$ cat config.mk
export PLATFORM = sky130hd
export DESIGN_NAME = cfl_loader
export DESIGN_NICKNAME = d
export VERILOG_FILES = /design/src/pkg/cfl_pkg.sv /design/src/rtl/cfl_fifo.sv /design/src/rtl/cfl_loader.sv
export SDC_FILE = /design/constraint.sdc
export NUM_CORES = 1
export LEC_CHECK = 0
export ABC_CLOCK_PERIOD_IN_PS = 9900
export BUFFER_PORTS_ARGS = -buffer_cell sky130_fd_sc_hd__buf_2
export CORE_MARGIN = 2
export CORE_UTILIZATION = 45
export CTS_CLUSTER_SIZE = 40
export DETAILED_ROUTE_END_ITERATION = 7
export PLACE_DENSITY = 0.58
export SYNTH_ARGS = -nofsm -noshare
export SYNTH_HDL_FRONTEND = slang
export SYNTH_SLANG_ARGS = --single-unit
$ cat constraint.sdc
create_clock -name mclk -period 9.9 [get_ports mclk]
set_input_delay 1.485 -clock mclk [delete_from_list [all_inputs] [get_ports mclk]]
set_output_delay 1.485 -clock mclk [all_outputs]
set_load 0.01 [all_outputs]
$ cat src/pkg/cfl_pkg.sv
/*
 * shared constants, states and pin bundles of the serial configuration
 * loader. assumes a 100 MHz system clock; all pin timing derives from it.
 */
`default_nettype none
package cfl_pkg;
    // ==========================================================
    // clock and timing
    localparam int CLK_PERIOD_NS = 10;
    localparam int CNT_W = 24;
    localparam int T_STATUS_MIN_US = 268;
    localparam int STATUS_CYC_DEF =
        (T_STATUS_MIN_US * 1000 + CLK_PERIOD_NS - 1) / CLK_PERIOD_NS;
    localparam int CCLK_MAX_MHZ = 125;
    localparam int CU_PERIODS = 4;
    localparam int CU_NS = CU_PERIODS * 1000 / CCLK_MAX_MHZ;
    localparam int CU_CYC = (CU_NS + CLK_PERIOD_NS - 1) / CLK_PERIOD_NS;
    localparam int INIT_CYCLES = 8576;
    localparam int OSC_DIV = 4;
    localparam int POR_CYC_DEF = 1000;
    localparam int IMAGE_BITS_DEF = 256;
    localparam int WAIT_FALLS = 2;
    // ==========================================================
    // data path
    localparam int BYTE_W = 8;
    localparam int FIFO_DEPTH = 16;
    localparam logic [2:0] BIT_LAST = 3'h7;
    localparam logic [CNT_W-1:0] CU_CNT = CNT_W'(CU_CYC);
    localparam logic [CNT_W-1:0] OSC_LAST = CNT_W'(OSC_DIV - 1);
    localparam logic [CNT_W-1:0] FALL_LAST = CNT_W'(WAIT_FALLS - 1);
    localparam logic [13:0] INIT_LAST = 14'(INIT_CYCLES - 1);
    // ==========================================================
    // states, gray along the usual path
    typedef enum logic [2:0] {
        ST_POR = 3'h0,
        ST_HOLD = 3'h1,
        ST_STAT = 3'h3,
        ST_LOAD = 3'h2,
        ST_WAIT2 = 3'h6,
        ST_INIT = 3'h7,
        ST_USER = 3'h5,
        ST_ERR = 3'h4
    } cfl_state_t;
    typedef enum logic [1:0] {
        SRC_OSC = 2'h0,
        SRC_USER = 2'h1,
        SRC_CCLK = 2'h2
    } cfl_src_t;
    typedef struct packed {
        logic config_req_n;
        logic config_clock;
        logic serial_config_in;
        logic user_init_clock;
        logic status_i;
    } cfl_pins_in_t;
    typedef struct packed {
        logic status_o;
        logic status_oe;
        logic done_o;
        logic done_oe;
        logic initd_o;
        logic initd_oe;
    } cfl_pins_out_t;
endpackage
`default_nettype wire

$ cat src/rtl/cfl_fifo.sv
/*
 * byte buffer between the serial shifter and the image consumer.
 * assumes depth is a power of two; one clock, clock enable, sync clear.
 */
`timescale 1ns/1ps
`default_nettype none
module cfl_fifo #(
    parameter int WIDTH = 8,
    parameter int DEPTH = 16
) (
    input wire logic clk,
    input wire logic rst_n,
    input wire logic ce,
    input wire logic clr,
    input wire logic in_valid,
    output logic in_ready,
    input wire logic [WIDTH-1:0] in_data,
    output logic out_valid,
    input wire logic out_ready,
    output logic [WIDTH-1:0] out_data
);
    localparam int AW = $clog2(DEPTH);
    logic [WIDTH-1:0] mem_r [DEPTH];
    logic [AW:0] wr_r, wr_nxt, rd_r, rd_nxt;
    logic push, pop;

    // ==========================================================
    // pointers; extra top bit tells full from empty
    always_comb begin
        in_ready = (wr_r[AW] == rd_r[AW]) || (wr_r[AW-1:0] != rd_r[AW-1:0]);
        out_valid = wr_r != rd_r;
        out_data = mem_r[rd_r[AW-1:0]];
        push = in_valid && in_ready;
        pop = out_valid && out_ready;
        wr_nxt = clr ? '0 : wr_r + (AW+1)'(push);
        rd_nxt = clr ? '0 : rd_r + (AW+1)'(pop);
    end

    always_ff @(posedge clk or negedge rst_n) begin
        if (!rst_n) begin
            wr_r <= '0;
            rd_r <= '0;
        end else if (ce) begin
            wr_r <= wr_nxt;
            rd_r <= rd_nxt;
        end
    end

    always_ff @(posedge clk) begin
        if (ce && push) begin
            mem_r[wr_r[AW-1:0]] <= in_data;
        end
    end
endmodule
`default_nettype wire

$ cat src/rtl/cfl_loader.sv
/*
 * passive serial configuration port with start-up initialization.
 * assumes all pins come from outside the mclk domain; open-drain lines
 * are resolved outside from the _oe outputs with pull-ups.
 */
`timescale 1ns/1ps
`default_nettype none
module cfl_loader #(
    parameter int POR_CYC = cfl_pkg::POR_CYC_DEF,
    parameter int STATUS_LOW_CYC = cfl_pkg::STATUS_CYC_DEF,
    parameter int IMAGE_BITS = cfl_pkg::IMAGE_BITS_DEF
) (
    input wire logic mclk,
    input wire logic resetn,
    input wire logic clk_en,
    input wire cfl_pkg::cfl_pins_in_t pins_in,
    output cfl_pkg::cfl_pins_out_t pins_out,
    input wire logic [1:0] init_clk_sel,
    input wire logic init_done_en,
    output logic user_mode,
    output logic user_io_in,
    output logic [cfl_pkg::BYTE_W-1:0] image_data,
    output logic image_valid,
    input wire logic image_ready
);
    import cfl_pkg::*;

    localparam logic [CNT_W-1:0] POR_LAST = CNT_W'(POR_CYC - 1);
    localparam logic [CNT_W-1:0] STAT_END = CNT_W'(STATUS_LOW_CYC - 1);
    localparam logic [CNT_W-1:0] IMG_END = CNT_W'(IMAGE_BITS);

    // ==========================================================
    // pin synchronisers
    cfl_pins_in_t pin_q_r, pin_s_r, pin_p_r;
    logic cclk_rise, cclk_fall, uclk_rise;

    always_ff @(posedge mclk or negedge resetn) begin
        if (!resetn) begin
            pin_q_r <= '0;
            pin_s_r <= '0;
            pin_p_r <= '0;
        end else if (clk_en) begin
            pin_q_r <= pins_in;
            pin_s_r <= pin_q_r;
            pin_p_r <= pin_s_r;
        end
    end

    assign cclk_rise = pin_s_r.config_clock && !pin_p_r.config_clock;
    assign cclk_fall = !pin_s_r.config_clock && pin_p_r.config_clock;
    assign uclk_rise = pin_s_r.user_init_clock && !pin_p_r.user_init_clock;

    // ==========================================================
    // buffer in the image path
    logic push_r, push_nxt;
    logic [BYTE_W-1:0] shift_r, shift_nxt, byte_r, byte_nxt;
    logic fifo_ready, fifo_clr;
    logic fifo_valid;
    logic [BYTE_W-1:0] fifo_data;

    cfl_fifo #(
        .WIDTH(BYTE_W),
        .DEPTH(FIFO_DEPTH)
    ) u_fifo (
        .clk(mclk),
        .rst_n(resetn),
        .ce(clk_en),
        .clr(fifo_clr),
        .in_valid(push_r),
        .in_ready(fifo_ready),
        .in_data(byte_r),
        .out_valid(fifo_valid),
        .out_ready(img_load),
        .out_data(fifo_data)
    );

    // ==========================================================
    // sequencer
    cfl_state_t st_r, st_nxt;
    cfl_src_t src_r, src_nxt;
    logic [CNT_W-1:0] cnt_r, cnt_nxt, bit_cnt_r, bit_cnt_nxt;
    logic [2:0] nbit_r, nbit_nxt;
    logic [13:0] init_cnt_r, init_cnt_nxt;
    logic initd_en_r, initd_en_nxt;
    logic tick;
    cfl_pins_out_t od_r, od_nxt;
    logic user_mode_r, user_io_r, img_valid_r;
    logic [BYTE_W-1:0] img_data_r;
    logic img_load, img_valid_nxt;
    logic [BYTE_W-1:0] img_data_nxt;

    always_comb begin
        st_nxt = st_r;
        src_nxt = src_r;
        cnt_nxt = cnt_r;
        bit_cnt_nxt = bit_cnt_r;
        nbit_nxt = nbit_r;
        shift_nxt = shift_r;
        byte_nxt = byte_r;
        push_nxt = 1'b0;
        init_cnt_nxt = init_cnt_r;
        initd_en_nxt = initd_en_r;
        fifo_clr = 1'b0;
        tick = 1'b0;
        unique case (st_r)
            ST_POR: begin
                cnt_nxt = cnt_r + 1'b1;
                if (cnt_r == POR_LAST) begin
                    cnt_nxt = '0;
                    st_nxt = pin_s_r.config_req_n ? ST_LOAD : ST_HOLD;
                end
            end
            ST_HOLD: begin
                cnt_nxt = '0;
                fifo_clr = 1'b1;
                if (pin_s_r.config_req_n) begin
                    st_nxt = ST_STAT;
                end
            end
            // minimum low time, then wait for the line
            ST_STAT: begin
                if (cnt_r != STAT_END) begin
                    cnt_nxt = cnt_r + 1'b1;
                end else if (pin_s_r.status_i) begin
                    st_nxt = ST_LOAD;
                end
            end
            ST_LOAD: begin
                cnt_nxt = '0;
                // one bit per rising edge, first bit lowest
                if (cclk_rise && bit_cnt_r != IMG_END) begin
                    shift_nxt = {pin_s_r.serial_config_in, shift_r[7:1]};
                    bit_cnt_nxt = bit_cnt_r + 1'b1;
                    nbit_nxt = nbit_r + 1'b1;
                    if (nbit_r == BIT_LAST) begin
                        byte_nxt = shift_nxt;
                        push_nxt = 1'b1;
                    end
                end
                // a byte the buffer cannot take spoils the image
                if (push_r && !fifo_ready) begin
                    st_nxt = ST_ERR;
                end else if (bit_cnt_r == IMG_END && !push_r) begin
                    st_nxt = ST_WAIT2;
                    initd_en_nxt = init_done_en;
                end
            end
            ST_WAIT2: begin
                if (cclk_fall) begin
                    cnt_nxt = cnt_r + 1'b1;
                    if (cnt_r == FALL_LAST) begin
                        cnt_nxt = '0;
                        st_nxt = ST_INIT;
                        src_nxt = cfl_src_t'(init_clk_sel);
                    end
                end
            end
            ST_INIT: begin
                case (src_r)
                    SRC_USER: begin
                        // user clock only after the settle delay
                        if (cnt_r != CU_CNT) begin
                            cnt_nxt = cnt_r + 1'b1;
                        end else begin
                            tick = uclk_rise;
                        end
                    end
                    SRC_CCLK: tick = cclk_rise;
                    default: begin
                        cnt_nxt = (cnt_r == OSC_LAST) ? '0 : cnt_r + 1'b1;
                        tick = cnt_r == OSC_LAST;
                    end
                endcase
                if (tick) begin
                    init_cnt_nxt = init_cnt_r + 1'b1;
                    if (init_cnt_r == INIT_LAST) begin
                        st_nxt = ST_USER;
                    end
                end
            end
            ST_USER: cnt_nxt = '0;
            ST_ERR: cnt_nxt = '0;
        endcase
        // request low restarts from any state except ST_POR
        if (!pin_s_r.config_req_n && st_r != ST_POR) begin
            st_nxt = ST_HOLD;
        end
        if (st_nxt == ST_HOLD) begin
            bit_cnt_nxt = '0;
            nbit_nxt = '0;
            init_cnt_nxt = '0;
            push_nxt = 1'b0;
        end
    end

    // ==========================================================
    // output stage; refills when empty or taken, so a byte
    // moves only on an edge with image_valid and image_ready
    always_comb begin
        img_load = !img_valid_r || image_ready;
        img_valid_nxt = img_valid_r;
        img_data_nxt = img_data_r;
        if (fifo_clr) begin
            img_valid_nxt = 1'b0;
        end else if (img_load) begin
            img_valid_nxt = fifo_valid;
            img_data_nxt = fifo_data;
        end
    end

    // ==========================================================
    // pin drive, from next state so lines move with the state
    always_comb begin
        od_nxt = '0;
        // request low pulls both lines low
        od_nxt.status_oe = st_nxt == ST_POR || st_nxt == ST_HOLD
            || st_nxt == ST_ERR
            || (st_nxt == ST_STAT && cnt_nxt != STAT_END);
        // done low until the image is in
        od_nxt.done_oe = !(st_nxt == ST_WAIT2 || st_nxt == ST_INIT
            || st_nxt == ST_USER);
        // init-complete pin low while starting up
        od_nxt.initd_oe = initd_en_nxt
            && (st_nxt == ST_WAIT2 || st_nxt == ST_INIT);
    end

    always_ff @(posedge mclk or negedge resetn) begin
        if (!resetn) begin
            st_r <= ST_POR;
            src_r <= SRC_OSC;
            cnt_r <= '0;
            bit_cnt_r <= '0;
            nbit_r <= '0;
            shift_r <= '0;
            byte_r <= '0;
            push_r <= 1'b0;
            init_cnt_r <= '0;
            initd_en_r <= 1'b0;
            od_r <= 6'b01_0100;
            user_mode_r <= 1'b0;
            user_io_r <= 1'b0;
            img_valid_r <= 1'b0;
            img_data_r <= '0;
        end else if (clk_en) begin
            st_r <= st_nxt;
            src_r <= src_nxt;
            cnt_r <= cnt_nxt;
            bit_cnt_r <= bit_cnt_nxt;
            nbit_r <= nbit_nxt;
            shift_r <= shift_nxt;
            byte_r <= byte_nxt;
            push_r <= push_nxt;
            init_cnt_r <= init_cnt_nxt;
            initd_en_r <= initd_en_nxt;
            od_r <= od_nxt;
            user_mode_r <= st_nxt == ST_USER;
            // data pin turns into a user input
            user_io_r <= (st_nxt == ST_USER) && pin_s_r.serial_config_in;
            img_valid_r <= img_valid_nxt;
            img_data_r <= img_data_nxt;
        end
    end

    // outputs straight from flops; the image stream pays one stage
    // of latency for it, and a byte moves on valid with ready
    assign pins_out = od_r;
    assign user_mode = user_mode_r;
    assign user_io_in = user_io_r;
    assign image_valid = img_valid_r;
    assign image_data = img_data_r;

    // ==========================================================
    // checks; they assume clk_en high while they watch
    a_req_restart: assert property (
        @(posedge mclk) disable iff (!resetn)
        ($fell(pin_s_r.config_req_n) && st_r != ST_POR) |=> st_r == ST_HOLD)
        else $error("request low did not restart");
    a_user_lines: assert property (
        @(posedge mclk) disable iff (!resetn)
        user_mode_r |-> (!od_r.status_oe && !od_r.done_oe))
        else $error("line driven in user mode");
    a_por_status: assert property (
        @(posedge mclk) disable iff (!resetn)
        st_r == ST_POR |-> (od_r.status_oe && od_r.done_oe))
        else $error("status released during power-on");
    a_req_lines_low: assert property (
        @(posedge mclk) disable iff (!resetn)
        $fell(pin_s_r.config_req_n) |=> (od_r.status_oe && od_r.done_oe))
        else $error("lines not low after request");
    a_status_hold: assert property (
        @(posedge mclk) disable iff (!resetn)
        (st_r == ST_HOLD && pin_s_r.config_req_n) |=> od_r.status_oe [*8])
        else $error("status released too early");
    a_bit_on_rise: assert property (
        @(posedge mclk) disable iff (!resetn)
        (st_r == ST_LOAD && !cclk_rise && pin_s_r.config_req_n)
        |=> bit_cnt_r == $past(bit_cnt_r))
        else $error("bit taken without a rising edge");
    a_done_low: assert property (
        @(posedge mclk) disable iff (!resetn)
        (st_r == ST_LOAD || st_r == ST_STAT) |-> od_r.done_oe)
        else $error("done released during load");
    a_done_full: assert property (
        @(posedge mclk) disable iff (!resetn)
        $fell(od_r.done_oe) |-> (bit_cnt_r == IMG_END && st_r == ST_WAIT2))
        else $error("done released before full image");
    a_init_count: assert property (
        @(posedge mclk) disable iff (!resetn)
        $rose(user_mode_r) |-> $past(init_cnt_r) == INIT_LAST)
        else $error("user mode before init count");
    a_initd_low: assert property (
        @(posedge mclk) disable iff (!resetn)
        (st_r == ST_INIT && initd_en_r) |-> od_r.initd_oe)
        else $error("init pin released early");
    a_user_io: assert property (
        @(posedge mclk) disable iff (!resetn)
        (st_r == ST_USER && $past(st_r) == ST_USER)
        |-> user_io_r == $past(pin_s_r.serial_config_in))
        else $error("user input not following pin");
    a_img_hold: assert property (
        @(posedge mclk) disable iff (!resetn)
        (img_valid_r && !image_ready && !fifo_clr)
        |=> (img_valid_r && $stable(img_data_r)))
        else $error("image byte dropped before taken");
endmodule
`default_nettype wire

==> Word level (Yosys, flattened, before mapping) <==
Memories as Yosys holds them, arrays and structs flattened. A register that Yosys moved wholly into a read port is not among the register bits.
Cells that the tools add are included.
W data, S select, Z words.
{ "word_totals": {"wordCells": 158, "in_bits": 12, "output_inout_bits": 17, "regBits": 116, "ram_bits": 128, "n_memories": 1} }
{ "classes": {"bitwise": 1, "eq_ne": 28, "n_reduce_logical": 45, "addsub": 6, "mux": 47} }
{ "memory_table": {"columns": ["name", "depth", "word_bits", "rd", "rd_ports_with_merged_regs", "wr", "line_no", "source"], "rows": [
  ["u_fifo.mem_r", 16, 8, 1, 1, 1, "cfl_fifo.sv:23", "logic [WIDTH-1:0] mem_r [DEPTH];"]
]} }
{ "ops": {"columns": ["cell", "count"], "rows": [
  ["$mux W24", 9],
  ["$pmux W24 S5", 1],
  ["$add A24 B1 Y24 const B", 2],
  ["$ne A24 B15 Y1 const B", 2],
  ["$pmux W24 S2", 1],
  ["$mux W14", 3],
  ["$mux W3", 14],
  ["$eq A3 B3 Y1 const B", 9],
  ["$eq A24 B1 Y1 const B", 1],
  ["$eq A24 B10 Y1 const B", 1],
  ["$eq A24 B2 Y1 const B", 1],
  ["$eq A24 B9 Y1 const B", 1],
  ["$ne A24 B3 Y1 const B", 1],
  ["$ne A24 B9 Y1 const B", 1],
  ["$pmux W3 S6", 1],
  ["$add A14 B1 Y14 const B", 1],
  ["$eq A14 B14 Y1 const B", 1],
  ["$mux W1", 14],
  ["$logic_and A1 B1 Y1", 13],
  ["$reduce_and A3 Y1", 4],
  ["$add A5 B1 Y5", 2],
  ["$mux W5", 2],
  ["$reduce_bool A2 Y1", 5],
  ["$eq A3 B2 Y1 const B", 3],
  ["other kinds (17)", 34]
]} }

==> Depth between registers and ports, before layout <==
{ "depth": {"word_depth": 12, "ltp_mapped": 12, "depth_no_buf": 11} }

==> Cells and area by module <==
A second synthesis with hierarchy kept.
{ "hier_totals": {"hier_cells": 1050, "hier_area_um2": 12326.8} }
{ "by_module_without_submodules": {"columns": ["mod", "seq_area_each_um2", "n_inst", "area_per_inst_um2", "cells_per_inst"], "rows": [
  ["cfl_loader", 2830.2, 1, 6658.9, 739],
  ["cfl_fifo", 4093.9, 1, 5667.9, 311]
]} }

==> Worst setup path after synthesis <==
Ideal clock, no wire load.
{ "synth_timing": {"path_kind": "input port to flip-flop", "from": "input clk_en", "to": "memory u_fifo.mem_r[2][0] (enable)", "slack_ns": 6.322, "path_buffers": 3, "setup_time_ns": 0.383, "t_arrival_ns": 3.194, "path_stages": 5, "t_required_ns": 9.517, "cell_sequence": "clkbuf_1 > clkbuf_1 > buf_1 > nand4b_1 > nor3_1"} }
{ "synth_between": {"elab_chain_len": 3} }
{ "synth_lines": {"columns": ["element", "line_no", "source"], "rows": [
  ["start: declaration", "cfl_loader.sv:15", "input wire logic clk_en,"],
  ["$logic_and A1 B1 Y1", "cfl_fifo.sv:50", "if (ce && push) begin"],
  ["$mux W1", "cfl_fifo.sv:50", null],
  ["$mux W1 (implied by the code)", "cfl_fifo.sv:51", "mem_r[wr_r[AW-1:0]] <= in_data;"],
  ["end: declaration", "cfl_fifo.sv:23", null]
]} }
Every way passes these cells.

==> Final worst setup path <==
{ "layout_timing": {"from": "register cnt_r[3]", "to": "register bit_cnt_r[0]"} }
{ "layout_between": {"elab_chain_len": 10, "word_cells_on_any_way": 20, "cone_classes": "eq/ne (6); mux (11); reduce/logical (3)"} }
{ "layout_lines": {"columns": ["element", "line_no", "source"], "rows": [
  ["start: declaration", "cfl_loader.sv:81", "logic [CNT_W-1:0] cnt_r, cnt_nxt, bit_cnt_r, bit_cnt_nxt;"],
  ["start signal: assignment", "cfl_loader.sv:247", "cnt_r <= cnt_nxt;"],
  ["$ne A24 B3 Y1", "cfl_loader.sv:162", "if (cnt_r != CU_CNT) begin"],
  ["$mux W1", "cfl_loader.sv:162", null],
  ["$pmux W1 S2", "cfl_loader.sv:159", "case (src_r)"],
  ["$mux W1", "cfl_loader.sv:105", "unique case (st_r)"],
  ["$mux W3", "cfl_loader.sv:174", "if (tick) begin"],
  ["$pmux W3 S6 *", "cfl_loader.sv:105", null],
  ["$mux W3 *", "cfl_loader.sv:185", "if (!pin_s_r.config_req_n && st_r != ST_POR) begin"],
  ["$eq A3 B1 Y1 *", "cfl_loader.sv:188", "if (st_nxt == ST_HOLD) begin"],
  ["$reduce_bool A2 Y1 (no source line)", null, null],
  ["$reduce_and A3 Y1 (no source line)", null, null],
  ["end signal: assignment", "cfl_loader.sv:248", "bit_cnt_r <= bit_cnt_nxt;"],
  ["end: declaration", "cfl_loader.sv:81", null]
]} }
Mark *: on every way between the ends. The rest lies on a longest branch, timed or not. The select of a mux whose other input is x is not followed.
A chain may end at the register's enable or synchronous reset.

==> metrics.cfg <==
[setup_path]
cp_cell_sequence=or4_4 -> or4b_4 -> o41ai_2 -> a41o_1 -> a31oi_4 -> nor3b_4 -> and2_1 -> buf_4 -> nor2_2 -> mux2_2
critPathSlowestCell=or4_4
r2r_end=bit_cnt_r[0]
startpoint_type=register
cp-endpoint=bit_cnt_r[0]
worstSetupEndpointType=register
crit_type=register to register
cp.required_ns=10.31
crit_fanout=34
r2r_slack_ns=5.92
startpoint=cnt_r[3]
r2r_start=cnt_r[3]
arrival_ns=4.39
critical-path-max-stage-delay_ns=0.60
r2r_cells=10

[floorplan]
pin_count=29
rows=59
die_area_um2=27600
fp.dieH_um=166
fp.dieW_um=166
start_util=0.456
coreArea_um2=25900

[cts]
numCtsBuffers=27
ctsHoldBuffers=0
post-cts-setup-buffer-count=0
cts.path.max_buffers=3
cts_tree=built
clk_pin_slew_ns=0.07
clock_sinks=251
clock_latency_ns=0.54
cts-root-buf=clkbuf_16
cts_max_level=1
cts_resized=0

[final_layout]
fillCellCount=2250
seqCellArea_um2=6930
nets=1010
multi_input_area_um2=4590
drive_gt1_frac=0.174
stdcell_count=1340
fin_area_um2=13200
antenna_cells=0
synthToLayoutAreaGrowth_pct=11.3

[yosys]
ys_ff_latch=251
ys_types=71
synth_largest_area_cell=edfxtp_1
ys_top_cells_by_area=edfxtp_1 (33%), dfrtp_1 (26%), mux4_2 (7.6%)
yosysWarningCount=0
synth_top_area_frac=0.325
synthCells=973
synth_area_um2=11800
avgSynthCellArea_um2=12.2
synth_async_sr_flop_share=0.490
ys.flop_type=edfxtp_1
synth_edf_count=128
yosys-top-cells-count=edfxtp_1 (128), dfrtp_1 (121), nand2_1 (106)
synth.most_common_cell=edfxtp_1
ys_seq_area_frac=0.586

[global_routing]
overflow=0
grt_max_degree=76
grt.total_usage=0.184
grt_pass1_vias=7331
antenna_found_initial=0
grt_pass1_wl_um=41300

[routing]
routed_wl_um=24800
antenna_left=0
viasPerCell=5.71
drt-pass1-iter-count=5
num_vias=7646
drc=0
post_drt_wl_per_cell_um=18.5
drt-initial-drc-count=552

[hold_path]
hp-class=register to register
min_from=pins_out[2]

[outcome]
status=finished, final reports clean

[timing]
holdWs_ns=0.485
post-route-period-util=0.402
fin_crit_ns=3.98
grt_setup_unrepaired=no
slew_viol_final=0
slew_headroom=0.364
skew_ns=0.0185
setup_slack_ns=5.92
tightest_slew_ns=0.954
setup_viol=0
max_freq_ghz=0.251
tns_ns=0
hold_viol=0

[placement]
hpwl_um=16500
dpl_cell_area_um2=12200
dpl_worst_slack_ns=5.80
gp_congestion=0.870
dp_cells=1290
port_buffers=25

[pwr]
p_leak_nw=5.41
peakVddDrop_mv=0.133
power_density_nw_per_um2=184

[flow_run]
drv_cap=0

placed cells by master (no fill, tap or decap), types with 8 or more instances in the layout:
| cell | count |
|---|---|
| a21oi_1 | 32 |
| and3_1 | 21 |
| buf_2 | 24 |
| buf_4 | 10 |
| clkbuf_16 | 27 |
| dfrtp_1 | 120 |
| edfxtp_1 | 128 |
| ha_1 | 14 |
| inv_1 | 23 |
| mux2_2 | 37 |
| mux4_2 | 40 |
| nand2_1 | 106 |
| nand3_1 | 30 |
| nand4_1 | 18 |
| nor2_1 | 89 |
| nor2b_1 | 8 |
| nor3_1 | 31 |
| nor4_1 | 16 |
| o21ai_0 | 53 |
| o31ai_1 | 8 |
| or3_1 | 12 |
| xnor2_1 | 11 |
| xor2_1 | 24 |
through the flow:
| step | utilization | power [mW] |
|---|---|---|
| floorplan | - | 1.33 |
| global placement | 0.472 | 1.41 |
| detailed placement | 0.472 | 1.41 |
| CTS | 0.508 | 2.45 |
| global route | 0.508 | 2.52 |
| finish | 0.508 | 2.42 |
final cells by class:
cell class | instances | share of cell area
sequential | 251 | 0.526
clock buffer | 37 | 0.0588
inverter | 24 | 0.00685
clock inverter | 13 | 0.0118
tap | 335 | 0.0319
multi-input combinational | 645 | 0.349
timing repair buffer | 35 | 0.0157
layer usage:
layer	GRT usage	vias to the layer above	wire length, um
li1	-	3627	-
met1	0.284	3826	12200
met2	0.272	156	11100
met3	0.0293	37	1010
met4	0.0503	0	517
met5	0	-	0
power breakdown:
part           internal (mW)  switching (mW)  total [mW]
clock                  0.626           0.410        1.04
sequential              1.11          0.0290        1.14
combinational         0.0886           0.156       0.245
how the worst min path moves through the flow:
stage	depth (start not counted)	endpoint
floorplan	2	shift_r[1]
global placement	2	shift_r[1]
detailed placement	2	shift_r[1]
CTS	2	pins_out[2]
global route	2	shift_r[1]
finish	2	pins_out[2]
cells by family after synthesis:
family          share of synthesized area
simple gates                        0.147
flops                               0.586
compound gates                     0.0825
mux                                 0.116
buf+inv                            0.0275
xor+xnor                           0.0259
fa+ha+maj                          0.0148
other cells                      0.000317
sequential cells by signal (all words and copies together) (netlist names), 5 cells and up:
name / cells
bit_cnt_r: 24
byte_r: 8
cnt_r: 24
image_data: 8
init_cnt_r: 14
pin_q_r: 5
pin_s_r: 5
shift_r: 7
u_fifo.mem_r: 128
u_fifo.rd_r: 5
u_fifo.wr_r: 5
worst max-delay path: cells and delay by family (launching register included):
family                 cells  cell delay [ns]
muxes                      1             0.30
AOI/OAI and AO/OA          3             0.84
buffers and inverters      1             0.34
DFF                        1             0.50
and+or+nand+nor            5             1.87
(Power assumes the default switching activity.)
